<file path="config.mk">
export PLATFORM = sky130hd
export DESIGN_NAME = asi_tx_ctrl
export DESIGN_NICKNAME = d
export VERILOG_FILES = /design/src/hw/asi_tx_pkg.sv /design/src/hw/asi_tx_ctrl.sv /design/src/hw/asi_tx_lane.sv
export SDC_FILE = /design/constraint.sdc
export NUM_CORES = 1
export LEC_CHECK = 0
export BUFFER_PORTS_ARGS = -buffer_cell sky130_fd_sc_hd__buf_2
export CAP_MARGIN = 10
export CORE_MARGIN = 2
export CORE_UTILIZATION = 57
export DETAILED_ROUTE_END_ITERATION = 8
export PLACE_DENSITY = 0.88
export REMOVE_ABC_BUFFERS = 1
export SLEW_MARGIN = 20
export SYNTH_ARGS = -nofsm -noshare
export SYNTH_HDL_FRONTEND = slang
export SYNTH_HIERARCHICAL = 1
export SYNTH_SLANG_ARGS = --single-unit
</file>
<file path="constraint.sdc">
create_clock -name aclk -period 2.6 [get_ports aclk]
set_input_delay 0.39 -clock aclk [delete_from_list [all_inputs] [get_ports aclk]]
set_output_delay 0.39 -clock aclk [all_outputs]
set_load 0.01 [all_outputs]
</file>
<file path="src/hw/asi_tx_pkg.sv">
// constants shared by the audio serial transmit output control block
package asi_tx_pkg;
    // ============================================================
    // widths
    localparam int DATA_W = 32;
    localparam int ADDR_W = 8;
    localparam int WORD_BITS = 32;
    localparam int LEN_W = 10;
    localparam int STAT_W = 3;
    // ============================================================
    // register indices, byte address is four times the index
    localparam logic [5:0] IDX_CFG1 = 6'h08;
    localparam logic [5:0] IDX_CFG2 = 6'h09;
    localparam logic [5:0] IDX_MIX = 6'h0A;
    localparam logic [5:0] IDX_STAT = 6'h10;
    localparam logic [5:0] IDX_MASK = 6'h11;
    localparam logic [5:0] IDX_STATE = 6'h12;
    // ============================================================
    // reset values and writable bits
    localparam logic [7:0] CFG1_RST = 8'h00;
    localparam logic [7:0] CFG2_RST = 8'h00;
    localparam logic [7:0] MIX_RST = 8'h00;
    localparam logic [STAT_W-1:0] STAT_RST = 3'h0;
    localparam logic [STAT_W-1:0] MASK_RST = 3'h0;
    localparam logic [7:0] CFG1_WMASK = 8'hFF;
    localparam logic [7:0] CFG2_WMASK = 8'hB8;
    localparam logic [7:0] MIX_WMASK = 8'hF8;
    // ============================================================
    // field positions
    localparam int LSB_HALF_BIT = 7;
    localparam int KEEP_HI = 6;
    localparam int KEEP_LO = 5;
    localparam int OFS_HI = 4;
    localparam int DAISY_BIT = 7;
    localparam int ERR_OFF_BIT = 5;
    localparam int RESUME_OFF_BIT = 4;
    localparam int MIX_HI = 7;
    localparam int MIX_LO = 6;
    localparam int ST_ERR = 0;
    localparam int ST_RESUME = 1;
    localparam int ST_DAISY_REJ = 2;
    // ============================================================
    // encodings
    localparam logic [1:0] KEEP_OFF = 2'h0;
    localparam logic [1:0] KEEP_ON = 2'h1;
    localparam logic [1:0] KEEP_LSB1 = 2'h2;
    localparam logic [1:0] KEEP_LSB15 = 2'h3;
    localparam logic [1:0] KH_ONE = 2'h2;
    localparam logic [1:0] KH_ONE_HALF = 2'h3;
    localparam logic [1:0] FMT_TDM = 2'h0;
    localparam logic [1:0] FMT_I2S = 2'h1;
    localparam logic [1:0] MIX_NONE = 2'h0;
    localparam logic [1:0] RESP_OKAY = 2'h0;
    localparam logic [1:0] RESP_SLVERR = 2'h2;
endpackage

</file>
<file path="src/hw/asi_tx_ctrl.sv">
// audio serial transmit output control with register slave and bus error handling
// Behaviour
// - last bit drives a full bit period, or half then releases, per control bit 7.
// - keeper code 0 keeps keeper off, code 1 keeps it on.
// - keeper code 2 on one period, code 3 one and half, during last bit.
// - five bit start delay moves first MSB later by 0 to 31 bit clocks.
// - delay counts from slot 0 in TDM, from left and right slot 0 otherwise.
// - both data outputs follow the same drive, keeper and delay settings.
// - chain bit picks shared bus when clear, daisy chain when set.
// - bus error detection is on while its bit is zero, off when one.
// - resume bit zero resumes after error clears; one waits for host reconfiguration.
// - mix selection zero means no input mixing; only then is chaining allowed.
//
// The implementer's own choice: the AXI4-Lite register port.
`timescale 1ns/1ps
module asi_tx_ctrl
    import asi_tx_pkg::*;
(
    // clock and reset
    input wire logic aclk,
    input wire logic aresetn,
    // register bus write
    input wire logic [ADDR_W-1:0] awaddr,
    input wire logic awvalid,
    output logic awready,
    input wire logic [DATA_W-1:0] wdata,
    input wire logic [3:0] wstrb,
    input wire logic wvalid,
    output logic wready,
    output logic [1:0] bresp,
    output logic bvalid,
    input wire logic bready,
    // register bus read
    input wire logic [ADDR_W-1:0] araddr,
    input wire logic arvalid,
    output logic arready,
    output logic [DATA_W-1:0] rdata,
    output logic [1:0] rresp,
    output logic rvalid,
    input wire logic rready,
    // serial link
    input wire logic bclk,
    input wire logic fsync,
    input wire logic [1:0] asi_format,
    // channel data
    input wire logic [WORD_BITS-1:0] tx_word_pri,
    input wire logic [WORD_BITS-1:0] tx_word_sec,
    // data outputs
    output logic pri_dout,
    output logic pri_dout_oen,
    output logic pri_keeper_en,
    output logic sec_dout,
    output logic sec_dout_oen,
    output logic sec_keeper_en,
    // status
    output logic daisy_chain,
    output logic rec_power_on,
    output logic irq
);
    function automatic logic [5:0] word_idx(input logic [ADDR_W-1:0] a);
        word_idx = a[ADDR_W-1:2];
    endfunction

    function automatic logic is_mapped(input logic [5:0] i);
        is_mapped = (i == IDX_CFG1) || (i == IDX_CFG2) || (i == IDX_MIX) ||
                    (i == IDX_STAT) || (i == IDX_MASK) || (i == IDX_STATE);
    endfunction

    // ============================================================
    // link sampling
    logic b_s1_reg, b_s2_reg, b_d_reg, f_s1_reg, f_s2_reg, fs_at_reg;
    logic b_s1_next, b_s2_next, b_d_next, f_s1_next, f_s2_next, fs_at_next;
    logic bclk_rise, bclk_fall, frame_l, frame_r, frame_start, lead;

    assign bclk_rise = b_s2_reg & ~b_d_reg;
    assign bclk_fall = ~b_s2_reg & b_d_reg;
    assign frame_l = bclk_rise & f_s2_reg & ~fs_at_reg;
    assign frame_r = bclk_rise & ~f_s2_reg & fs_at_reg & (asi_format != FMT_TDM);
    assign frame_start = frame_l | frame_r;
    assign lead = (asi_format == FMT_I2S);

    always_comb begin
        b_s1_next = bclk;
        b_s2_next = b_s1_reg;
        b_d_next = b_s2_reg;
        f_s1_next = fsync;
        f_s2_next = f_s1_reg;
        fs_at_next = bclk_rise ? f_s2_reg : fs_at_reg;
    end

    always_ff @(posedge aclk) begin
        if (!aresetn) begin
            b_s1_reg <= 1'b0;
            b_s2_reg <= 1'b0;
            b_d_reg <= 1'b0;
            f_s1_reg <= 1'b0;
            f_s2_reg <= 1'b0;
            fs_at_reg <= 1'b0;
        end else begin
            b_s1_reg <= b_s1_next;
            b_s2_reg <= b_s2_next;
            b_d_reg <= b_d_next;
            f_s1_reg <= f_s1_next;
            f_s2_reg <= f_s2_next;
            fs_at_reg <= fs_at_next;
        end
    end

    // ============================================================
    // register bus
    logic aw_held_reg, aw_held_next, w_held_reg, w_held_next;
    logic [ADDR_W-1:0] aw_addr_reg, aw_addr_next;
    logic [7:0] w_data_reg, w_data_next;
    logic w_strb_reg, w_strb_next;
    logic bvalid_reg, bvalid_next, rvalid_reg, rvalid_next;
    logic [1:0] bresp_reg, bresp_next, rresp_reg, rresp_next;
    logic [DATA_W-1:0] rdata_reg, rdata_next;
    logic aw_take, w_take, do_wr, wr_lane;
    logic [5:0] wr_idx, rd_idx;
    logic [7:0] wr_byte;
    logic [7:0] cfg1_reg, cfg2_reg, mix_reg;
    logic [STAT_W-1:0] stat_reg, mask_reg;
    logic halted_reg;

    assign awready = ~aw_held_reg & ~bvalid_reg;
    assign wready = ~w_held_reg & ~bvalid_reg;
    assign arready = ~rvalid_reg;
    assign aw_take = awvalid & awready;
    assign w_take = wvalid & wready;
    assign do_wr = (aw_held_reg | aw_take) & (w_held_reg | w_take);
    assign wr_idx = word_idx(aw_held_reg ? aw_addr_reg : awaddr);
    assign wr_byte = w_held_reg ? w_data_reg : wdata[7:0];
    assign wr_lane = w_held_reg ? w_strb_reg : wstrb[0];
    assign rd_idx = word_idx(araddr);

    always_comb begin
        aw_held_next = aw_held_reg;
        aw_addr_next = aw_addr_reg;
        w_held_next = w_held_reg;
        w_data_next = w_data_reg;
        w_strb_next = w_strb_reg;
        bvalid_next = bvalid_reg & ~bready;
        bresp_next = bresp_reg;
        rvalid_next = rvalid_reg & ~rready;
        rresp_next = rresp_reg;
        rdata_next = rdata_reg;
        if (aw_take) begin
            aw_held_next = 1'b1;
            aw_addr_next = awaddr;
        end
        if (w_take) begin
            w_held_next = 1'b1;
            w_data_next = wdata[7:0];
            w_strb_next = wstrb[0];
        end
        if (do_wr) begin
            aw_held_next = 1'b0;
            w_held_next = 1'b0;
            bvalid_next = 1'b1;
            bresp_next = is_mapped(wr_idx) ? RESP_OKAY : RESP_SLVERR;
        end
        if (arvalid && arready) begin
            rvalid_next = 1'b1;
            rresp_next = is_mapped(rd_idx) ? RESP_OKAY : RESP_SLVERR;
            rdata_next = '0;
            if (rd_idx == IDX_CFG1) begin
                rdata_next = DATA_W'(cfg1_reg);
            end else if (rd_idx == IDX_CFG2) begin
                rdata_next = DATA_W'(cfg2_reg);
            end else if (rd_idx == IDX_MIX) begin
                rdata_next = DATA_W'(mix_reg);
            end else if (rd_idx == IDX_STAT) begin
                rdata_next = DATA_W'(stat_reg);
            end else if (rd_idx == IDX_MASK) begin
                rdata_next = DATA_W'(mask_reg);
            end else if (rd_idx == IDX_STATE) begin
                rdata_next = DATA_W'({daisy_chain, halted_reg});
            end
        end
    end

    always_ff @(posedge aclk) begin
        if (!aresetn) begin
            aw_held_reg <= 1'b0;
            aw_addr_reg <= '0;
            w_held_reg <= 1'b0;
            w_data_reg <= 8'h00;
            w_strb_reg <= 1'b0;
            bvalid_reg <= 1'b0;
            bresp_reg <= RESP_OKAY;
            rvalid_reg <= 1'b0;
            rresp_reg <= RESP_OKAY;
            rdata_reg <= '0;
        end else begin
            aw_held_reg <= aw_held_next;
            aw_addr_reg <= aw_addr_next;
            w_held_reg <= w_held_next;
            w_data_reg <= w_data_next;
            w_strb_reg <= w_strb_next;
            bvalid_reg <= bvalid_next;
            bresp_reg <= bresp_next;
            rvalid_reg <= rvalid_next;
            rresp_reg <= rresp_next;
            rdata_reg <= rdata_next;
        end
    end

    assign bvalid = bvalid_reg;
    assign bresp = bresp_reg;
    assign rvalid = rvalid_reg;
    assign rresp = rresp_reg;
    assign rdata = rdata_reg;

    // ============================================================
    // configuration, frame check and error handling
    logic [7:0] cfg1_next, cfg2_next, mix_next;
    logic [STAT_W-1:0] stat_next, mask_next, stat_set, stat_clr;
    logic [LEN_W-1:0] len_reg, len_next, last_len_reg, last_len_next;
    logic have_len_reg, have_len_next, halted_next;
    logic cfg_wr, match_evt, err_evt, wr_en;

    assign wr_en = do_wr & wr_lane;
    assign cfg_wr = wr_en & ((wr_idx == IDX_CFG1) | (wr_idx == IDX_CFG2) | (wr_idx == IDX_MIX));
    assign match_evt = frame_l & have_len_reg & (len_reg == last_len_reg);
    assign err_evt = frame_l & have_len_reg & (len_reg != last_len_reg) &
                     ~cfg2_reg[ERR_OFF_BIT] & ~halted_reg;
    assign daisy_chain = cfg2_reg[DAISY_BIT] & (mix_reg[MIX_HI:MIX_LO] == MIX_NONE);

    always_comb begin
        cfg1_next = cfg1_reg;
        cfg2_next = cfg2_reg;
        mix_next = mix_reg;
        mask_next = mask_reg;
        stat_clr = '0;
        if (wr_en && wr_idx == IDX_CFG1) begin
            cfg1_next = (wr_byte & CFG1_WMASK) | (CFG1_RST & ~CFG1_WMASK);
        end else if (wr_en && wr_idx == IDX_CFG2) begin
            cfg2_next = (wr_byte & CFG2_WMASK) | (CFG2_RST & ~CFG2_WMASK);
        end else if (wr_en && wr_idx == IDX_MIX) begin
            mix_next = (wr_byte & MIX_WMASK) | (MIX_RST & ~MIX_WMASK);
        end else if (wr_en && wr_idx == IDX_STAT) begin
            stat_clr = wr_byte[STAT_W-1:0];
        end else if (wr_en && wr_idx == IDX_MASK) begin
            mask_next = wr_byte[STAT_W-1:0];
        end
        len_next = len_reg;
        last_len_next = last_len_reg;
        have_len_next = have_len_reg;
        if (frame_l) begin
            len_next = LEN_W'(1);
            last_len_next = len_reg;
            have_len_next = (len_reg != '0);
        end else if (bclk_rise && len_reg != '1 && len_reg != '0) begin
            len_next = len_reg + LEN_W'(1);
        end
        halted_next = halted_reg;
        if (err_evt) begin
            halted_next = 1'b1;
        end else if (halted_reg && !cfg2_reg[RESUME_OFF_BIT] && match_evt) begin
            halted_next = 1'b0;
        end else if (halted_reg && cfg2_reg[RESUME_OFF_BIT] && cfg_wr) begin
            halted_next = 1'b0;
        end
        stat_set = '0;
        stat_set[ST_ERR] = err_evt;
        stat_set[ST_RESUME] = halted_reg & ~halted_next;
        stat_set[ST_DAISY_REJ] = cfg2_reg[DAISY_BIT] & ~daisy_chain;
        stat_next = (stat_reg & ~stat_clr) | stat_set;
    end

    always_ff @(posedge aclk) begin
        if (!aresetn) begin
            cfg1_reg <= CFG1_RST;
            cfg2_reg <= CFG2_RST;
            mix_reg <= MIX_RST;
            stat_reg <= STAT_RST;
            mask_reg <= MASK_RST;
            len_reg <= '0;
            last_len_reg <= '0;
            have_len_reg <= 1'b0;
            halted_reg <= 1'b0;
        end else begin
            cfg1_reg <= cfg1_next;
            cfg2_reg <= cfg2_next;
            mix_reg <= mix_next;
            stat_reg <= stat_next;
            mask_reg <= mask_next;
            len_reg <= len_next;
            last_len_reg <= last_len_next;
            have_len_reg <= have_len_next;
            halted_reg <= halted_next;
        end
    end

    assign rec_power_on = ~halted_reg;
    assign irq = |(stat_reg & mask_reg);

    // ============================================================
    // data outputs, same settings on both lanes
    asi_tx_lane u_pri (
        .aclk(aclk),
        .aresetn(aresetn),
        .bclk_rise(bclk_rise),
        .bclk_fall(bclk_fall),
        .frame_start(frame_start),
        .run(~halted_reg),
        .lead(lead),
        .offset(cfg1_reg[OFS_HI:0]),
        .lsb_half(cfg1_reg[LSB_HALF_BIT]),
        .keeper_mode(cfg1_reg[KEEP_HI:KEEP_LO]),
        .word(tx_word_pri),
        .dout(pri_dout),
        .dout_oen(pri_dout_oen),
        .keeper_on(pri_keeper_en)
    );

    asi_tx_lane u_sec (
        .aclk(aclk),
        .aresetn(aresetn),
        .bclk_rise(bclk_rise),
        .bclk_fall(bclk_fall),
        .frame_start(frame_start),
        .run(~halted_reg),
        .lead(lead),
        .offset(cfg1_reg[OFS_HI:0]),
        .lsb_half(cfg1_reg[LSB_HALF_BIT]),
        .keeper_mode(cfg1_reg[KEEP_HI:KEEP_LO]),
        .word(tx_word_sec),
        .dout(sec_dout),
        .dout_oen(sec_dout_oen),
        .keeper_on(sec_keeper_en)
    );
endmodule

</file>
<file path="src/hw/asi_tx_lane.sv">
// one serial data output: start delay, shifting, last bit drive and keeper
`timescale 1ns/1ps
module asi_tx_lane
    import asi_tx_pkg::*;
(
    // clock and reset
    input wire logic aclk,
    input wire logic aresetn,
    // link timing
    input wire logic bclk_rise,
    input wire logic bclk_fall,
    input wire logic frame_start,
    input wire logic run,
    input wire logic lead,
    // settings
    input wire logic [OFS_HI:0] offset,
    input wire logic lsb_half,
    input wire logic [1:0] keeper_mode,
    // data
    input wire logic [WORD_BITS-1:0] word,
    output logic dout,
    output logic dout_oen,
    output logic keeper_on
);
    typedef enum logic [1:0] {L_IDLE, L_WAIT, L_SHIFT} lane_state_e;
    lane_state_e st_reg, st_next;
    logic [5:0] dly_reg, dly_next;
    logic [4:0] bits_reg, bits_next;
    logic [WORD_BITS-1:0] sh_reg, sh_next;
    logic dout_reg, dout_next;
    logic drv_reg, drv_next;
    logic [1:0] kh_reg, kh_next;

    // ============================================================
    // next state
    always_comb begin
        st_next = st_reg;
        dly_next = dly_reg;
        bits_next = bits_reg;
        sh_next = sh_reg;
        dout_next = dout_reg;
        drv_next = drv_reg;
        kh_next = kh_reg;
        if (kh_reg != 2'h0 && (bclk_rise || bclk_fall)) begin
            kh_next = kh_reg - 2'h1;
        end
        if (!run) begin
            st_next = L_IDLE;
            drv_next = 1'b0;
            kh_next = 2'h0;
        end else if (frame_start) begin
            st_next = L_WAIT;
            dly_next = 6'(offset) + 6'(lead);
            sh_next = word;
        end else begin
            case (st_reg)
                L_WAIT: begin
                    if (bclk_fall) begin
                        if (dly_reg == 6'h00) begin
                            dout_next = sh_reg[WORD_BITS-1];
                            sh_next = {sh_reg[WORD_BITS-2:0], 1'b0};
                            bits_next = 5'(WORD_BITS - 1);
                            drv_next = 1'b1;
                            st_next = L_SHIFT;
                        end else begin
                            dly_next = dly_reg - 6'h01;
                        end
                    end
                end
                L_SHIFT: begin
                    if (bclk_fall) begin
                        if (bits_reg == 5'h00) begin
                            drv_next = 1'b0;
                            st_next = L_IDLE;
                        end else begin
                            dout_next = sh_reg[WORD_BITS-1];
                            sh_next = {sh_reg[WORD_BITS-2:0], 1'b0};
                            bits_next = bits_reg - 5'h01;
                            if (bits_reg == 5'h01) begin
                                if (keeper_mode == KEEP_LSB1) begin
                                    kh_next = KH_ONE;
                                end else if (keeper_mode == KEEP_LSB15) begin
                                    kh_next = KH_ONE_HALF;
                                end
                            end
                        end
                    end else if (bclk_rise && bits_reg == 5'h00 && lsb_half) begin
                        drv_next = 1'b0;
                    end
                end
                default: begin
                    st_next = L_IDLE;
                end
            endcase
        end
    end

    // ============================================================
    // registers
    always_ff @(posedge aclk) begin
        if (!aresetn) begin
            st_reg <= L_IDLE;
            dly_reg <= 6'h00;
            bits_reg <= 5'h00;
            sh_reg <= '0;
            dout_reg <= 1'b0;
            drv_reg <= 1'b0;
            kh_reg <= 2'h0;
        end else begin
            st_reg <= st_next;
            dly_reg <= dly_next;
            bits_reg <= bits_next;
            sh_reg <= sh_next;
            dout_reg <= dout_next;
            drv_reg <= drv_next;
            kh_reg <= kh_next;
        end
    end

    assign dout = dout_reg;
    assign dout_oen = ~drv_reg;
    assign keeper_on = (keeper_mode == KEEP_ON) || (kh_reg != 2'h0);
endmodule

</file>
* Word-level counts from Yosys, hierarchy flattened
Cells that the tools add are included.
** Word-level totals
- Word-level logic and storage cells :: 327
- Input port bits :: 127
- Flip-flop bits (word level) :: 206
- Output and inout bits :: 50
** Operators by class
- Add/subtract/negate cells :: 8
- Muxes and demuxes :: 102
- Reductions and logical operators :: 69
- Equal/unequal tests :: 51
- Bitwise gates (word level) :: 55
** Operator list (number)
- two-way mux 32 bit :: 10
- case mux 32 bit (2 select lines) :: 2
- two-way mux 2 bit :: 27
- two-way mux 6 bit :: 8
- two-way mux 5 bit :: 8
- two-way mux 8 bit :: 5
- equality test 6 x 4 -> 1 bit (second input constant) :: 6
- equality test 6 x 5 -> 1 bit (second input constant) :: 6
- two-way mux 1 bit :: 28
- bitwise AND 1 bit :: 24
- inequality test 3 x 2 -> 1 bit (second input constant) :: 8
- AND reduction 4 bit :: 6
- AND reduction 6 bit :: 4
- inverter 1 bit :: 22
- case mux 5 bit (2 select lines) :: 2
- logical AND 1 bit :: 18
- two-way mux 3 bit :: 6
- nonzero test 2 bit :: 9
- inequality test 2 x 1 -> 1 bit (second input constant) :: 8
- AND reduction 7 bit :: 2
- logical OR 1 bit :: 13
- zero test 6 bit :: 2
- inequality test 3 bit (second input constant) :: 4
- subtractor 6 x 1 -> 6 bit (second input constant) :: 2
- other kinds (28) :: 55

* Logic depth before layout (Yosys ltp)
- Word-level depth :: 14
- Gate-level depth with buffers :: 11
- Depth with buffers taken out :: 8

* By module
The synthesis kept the hierarchy.
** By module, submodules not included
- asi_tx_ctrl :: area each 4056.4 um^2, instances 1, cells an instance 445, seq. area each 1601.5 um^2
- asi_tx_lane (u_sec) :: area each 3041.7 um^2, instances 1, cells an instance 307, seq. area each 980.9 um^2
- asi_tx_lane (u_pri) :: area each 2850.2 um^2, instances 1, cells an instance 292, seq. area each 980.9 um^2

* Worst setup path after synthesis
OpenSTA, ideal clock, no wires.
- Path kind :: reg-to-reg
- Start :: reg b_d_reg
- End :: reg u_pri.dout_reg (netlist: u_pri/dout)
- Period minus slack after synthesis :: 2.030 ns
- Path slack :: 0.570 ns
- Buffers on the path :: 1
- Data arrival time :: 1.958 ns
- Cell stages (with the launch flop) :: 8
- Cell sequence :: dfxtp_1 > nor2b_1 > clkbuf_1 > inv_1 > o32ai_2 > and2b_1 > and3_2 > mux2i_1
** RTL lines
- start: declaration :: RTL line asi_tx_ctrl.sv:71 : logic b_s1_reg, b_s2_reg, b_d_reg, f_s1_reg, f_s2_reg, fs_at_reg;
- start signal: assignment :: RTL line asi_tx_ctrl.sv:102 : b_d_reg <= b_d_next;
- bitwise AND 1 bit (*) :: RTL line asi_tx_ctrl.sv:76 : assign bclk_fall = ~b_s2_reg & b_d_reg;
- named net bclk_fall :: RTL line asi_tx_ctrl.sv:73 : logic bclk_rise, bclk_fall, frame_l, frame_r, frame_start, lead;
- inequality test 2 x 1 -> 1 bit (no source line)
- AND reduction 7 bit (no source line) (*)
- end signal: assignment :: RTL line asi_tx_lane.sv:114 : dout_reg <= dout_next;
- end: declaration :: RTL line asi_tx_lane.sv:30 : logic dout_reg, dout_next;
The timed path passes the listed nets; every way through them passes the cells marked *.
A chain may end at the register's enable or synchronous reset.

* Worst setup path after layout
- Start :: reg aw_held_reg
- End :: reg cfg1_reg[7]
** Between the ends
- Cells in the longest elaborated chain, start to end :: 7
** RTL lines
- start: declaration :: RTL line asi_tx_ctrl.sv:111 : logic aw_held_reg, aw_held_next, w_held_reg, w_held_next;
- start signal: assignment :: RTL line asi_tx_ctrl.sv:195 : aw_held_reg <= aw_held_next;
- inverter 1 bit :: RTL line asi_tx_ctrl.sv:125 : assign awready = ~aw_held_reg & ~bvalid_reg;
- bitwise AND 1 bit :: RTL line asi_tx_ctrl.sv:125
- bitwise AND 1 bit :: RTL line asi_tx_ctrl.sv:128 : assign aw_take = awvalid & awready;
- bitwise OR 1 bit :: RTL line asi_tx_ctrl.sv:130 : assign do_wr = (aw_held_reg | aw_take) & (w_held_reg | w_take);
- bitwise AND 1 bit :: RTL line asi_tx_ctrl.sv:130
- bitwise AND 1 bit :: RTL line asi_tx_ctrl.sv:222 : assign wr_en = do_wr & wr_lane;
- logical AND 1 bit (*) :: RTL line asi_tx_ctrl.sv:235 : if (wr_en && wr_idx == IDX_CFG1) begin
- end signal: assignment :: RTL line asi_tx_ctrl.sv:283 : cfg1_reg <= cfg1_next;
- end: declaration :: RTL line asi_tx_ctrl.sv:121 : logic [7:0] cfg1_reg, cfg2_reg, mix_reg;
Every way passes the cells marked *; elsewhere a longest branch is shown, timed or not.

==> summary.md <==
| Metric | Value |
|---|---|
| Skew-Pair Late Insertion Delay | ~0.43 ns |
| Yosys cell types | 89 |
| Synth top area cells | dfxtp_1, mux2i_1, a211oi_2 |
| Total CTS buffers | 17 |
| Clk sink count | 178 |
| Post-DP Area | 10500 µm² |
| Critical path, cell by cell | mux2i_4 -> o221ai_2 -> nor3_4 -> mux2i_1 -> nor2b_1 |
| First-pass GRT wire length | approximately 36000 µm |
| Worst Skew | approximately 0.0083 ns |
| Tcrit/Tclk final | 0.890 |
| Worst min-delay path category | input port to register |
| Net count, final | ~1300 |
| GRT overflow | 0 |
| Crit-path max cell delay | 0.68 ns |
| GP Congestion | 0.874 |
| Worst Path Required | 2.92 ns |
| Synth Cell Area | 9950 µm² |
| Final setup viols | 0 |
| Critical Path Start Type | register |
| #FFs+latches synth | 178 |
| RR Startpoint | aw_held_reg$_SDFFE_PP0P_ |
| Vias in the first global route | 7710 |
| Outcome | completed |
| Area share of the largest cell type after synthesis | 0.358 |
| Max Cap Viol | 0 |
| Worst-path clk slew | 0.07 ns |
| Antenna-violating nets left | 0 |
| Avg WL per Cell | 16.2 µm |
| Post-CTS Resized | 0 |
| Vias | between 8000 and 9000 |
| CP endpoint kind | register |
| Synth Flop Type | dfxtp_1 |
| GR Util All Layers | 0.240 |
| Mapped Cells | 1044 |
| CTS tree | done |
| PnR worst setup slack | 0.287 ns |
| Final Hold Vio Count | 0 |
| Worst setup path start | aw_held_reg$_SDFFE_PP0P_ |
| CP arrival | 2.63 ns |
| P_leak | just under 4 nW |
| Final hold slack | 0.165 ns |
| Worst Path Max Fanout | 13 |
| IO buf count | 119 |
| RSZ-0062 raised after global routing | no |
| Cell taking the most area after synthesis | dfxtp_1 |
| Post-CTS setup buffer count | 0 |
| Seq/Total Area, Yosys | 0.358 |
| Achievable clock frequency | 432 MHz |
| IR drop worst, VDD | approximately 460 µV |
| Avg Inst Size Synth | 9.53 µm² |
| Vias per Instance | 5.89 |
| Die Ht | 136 µm |
| Pwr dens | around 530 nW/µm² |
| Post-route cell area | roughly 11000 µm² |
| HPWL after DPL | between 15000 and 20000 µm |
| Initial antenna violation count | 0 |
| DRT iter0 DRCs | about 550 |
| Post-CTS Hold Buffers | 0 |
| Fin crit period | 2.31 ns |
| Clock root buffer | clkbuf_16 |
| Number of diodes | 0 |
| Post-Route WL | between 20000 and 25000 µm |
| Die width | about 140 µm |
| Share of cells above drive strength 1 | 0.267 |
| Final Max Slew Viols | 0 |
| DRC | 0 |
| H-tree depth reported by CTS | 4 |
| Cell total after placement | 1341 |
| Row cnt | 48 |
| Core area | 17200 µm² |
| Slew headroom | 0.499 |
| Number of flops mapped to enable cells by yosys | 0 |
| Worst-margin pin slew | ~0.75 ns |
| Initial DRT Pass Iterations | 6 |
| Initial core utilization | 0.579 |
| Clock Path Buffers | 2 |
| Post-synth ARST share | 0 |
| Setup CP Type | register to register |
| Slowest cell on crit path | dfxtp_1 |
| Largest net degree at the start of global routing | 88 |
| Finished Layout Cells | 1373 |
| Io pins | 177 |
| HP Start | fsync |
| Worst slack, placed | 0.319 ns |
| Final Power | slightly below 0.006 W |
| Layout area overhead | 11.9% |
| Syn. warnings | 6 |
| Die area | about 19000 µm² |
critical path: cells and delay by family (launching register included):
| family | cells | cell delay [ns] |
|---|---|---|
| AO/OA/AOI/OAI | 1 | 0.20 |
| flip-flops | 1 | 0.68 |
| multiplexers | 2 | 0.76 |
| AND/OR/NAND/NOR | 2 | 0.55 |
path summary, 6_finish.rpt:
| path | endpoint | slack [ns] | depth (start not counted) |
|---|---|---|---|
| setup / recovery | cfg1_reg[7]$_SDFFE_PN0P_ | 0.29 | 5 |
| hold reg to reg | f_s2_reg$_SDFF_PN0_ | 0.43 | 1 |
| hold / removal | f_s1_reg$_SDFF_PN0_ | 0.16 | 2 |
| setup reg to reg | cfg1_reg[7]$_SDFFE_PN0P_ | 0.29 | 5 |
synthesized netlist by cell type (10+ instances only):
| library cell | n |
|---|---|
| clkbuf_1 | 37 |
| a211oi_2 | 58 |
| nor2b_1 | 37 |
| nand2_1 | 80 |
| nor4_1 | 14 |
| mux2_2 | 10 |
| o21ai_0 | 24 |
| nor3_1 | 18 |
| and2_1 | 10 |
| nor2_2 | 30 |
| nand3_1 | 19 |
| nor2_1 | 46 |
| a21boi_0 | 25 |
| xnor2_1 | 25 |
| ha_1 | 22 |
| buf_2 | 13 |
| dfxtp_1 | 178 |
| inv_1 | 39 |
| buf_4 | 29 |
| mux2i_1 | 97 |
| a211oi_1 | 50 |
| a21oi_1 | 22 |
layout by cell type, fill, tap and decap left out, types with 20 or more instances in the layout:
cell and count:
nor2_2 30, a21boi_0 25, buf_2 119, buf_4 20, a211oi_2 58, o21ai_0 24
nor2_1 46, mux2i_1 97, nor2b_1 37, nand2_1 80, ha_1 22, conb_1 26
a21oi_1 20, dfxtp_1 178, inv_1 39, a211oi_1 50, xnor2_1 25
layer usage:
metal  up-vias  GRT usage  routed length (µm)
met3        42     0.0447                1010
met2       235      0.415               11100
met4         0     0.0799                 409
met1      3888      0.301                9740
li1       3923          -                   -
met5         -          0                   0
cell type report:
class	instances	area, µm²
timing repair buffer	142	806
tap	225	282
fill	1361	6050
sequential	178	3560
clock buffer	18	429
multi-input combinational	756	5740
inverter	40	150
clock inverter	14	155
metrics by stage:
stage	setup TNS, ns	utilization
final	0	0.648
after detailed placement	0	0.614
after global routing	0	0.648
after CTS	0	0.648
after floorplan	-562.25	-
after global placement	0	0.614
power breakdown:
group	total [W]	internal, W	leakage (nW)	switching [W]
combinational	0.000517	0.000215	2.25	0.000302
clock	0.00255	0.00143	0.276	0.00111
sequential	0.00283	0.00278	1.44	0.0000458
total	0.00589	0.00443	3.96	0.00146
cells by family after synthesis:
group / synth area share
buffers and inverters: 0.0762
muxes: 0.111
other: 0.000377
AOI/OAI and AO/OA: 0.224
and+or+nand+nor: 0.175
xor gates and xnor gates: 0.0273
DFF: 0.358
adders and majority gates: 0.0277
No activity file was read; power rests on OpenSTA's default activity.
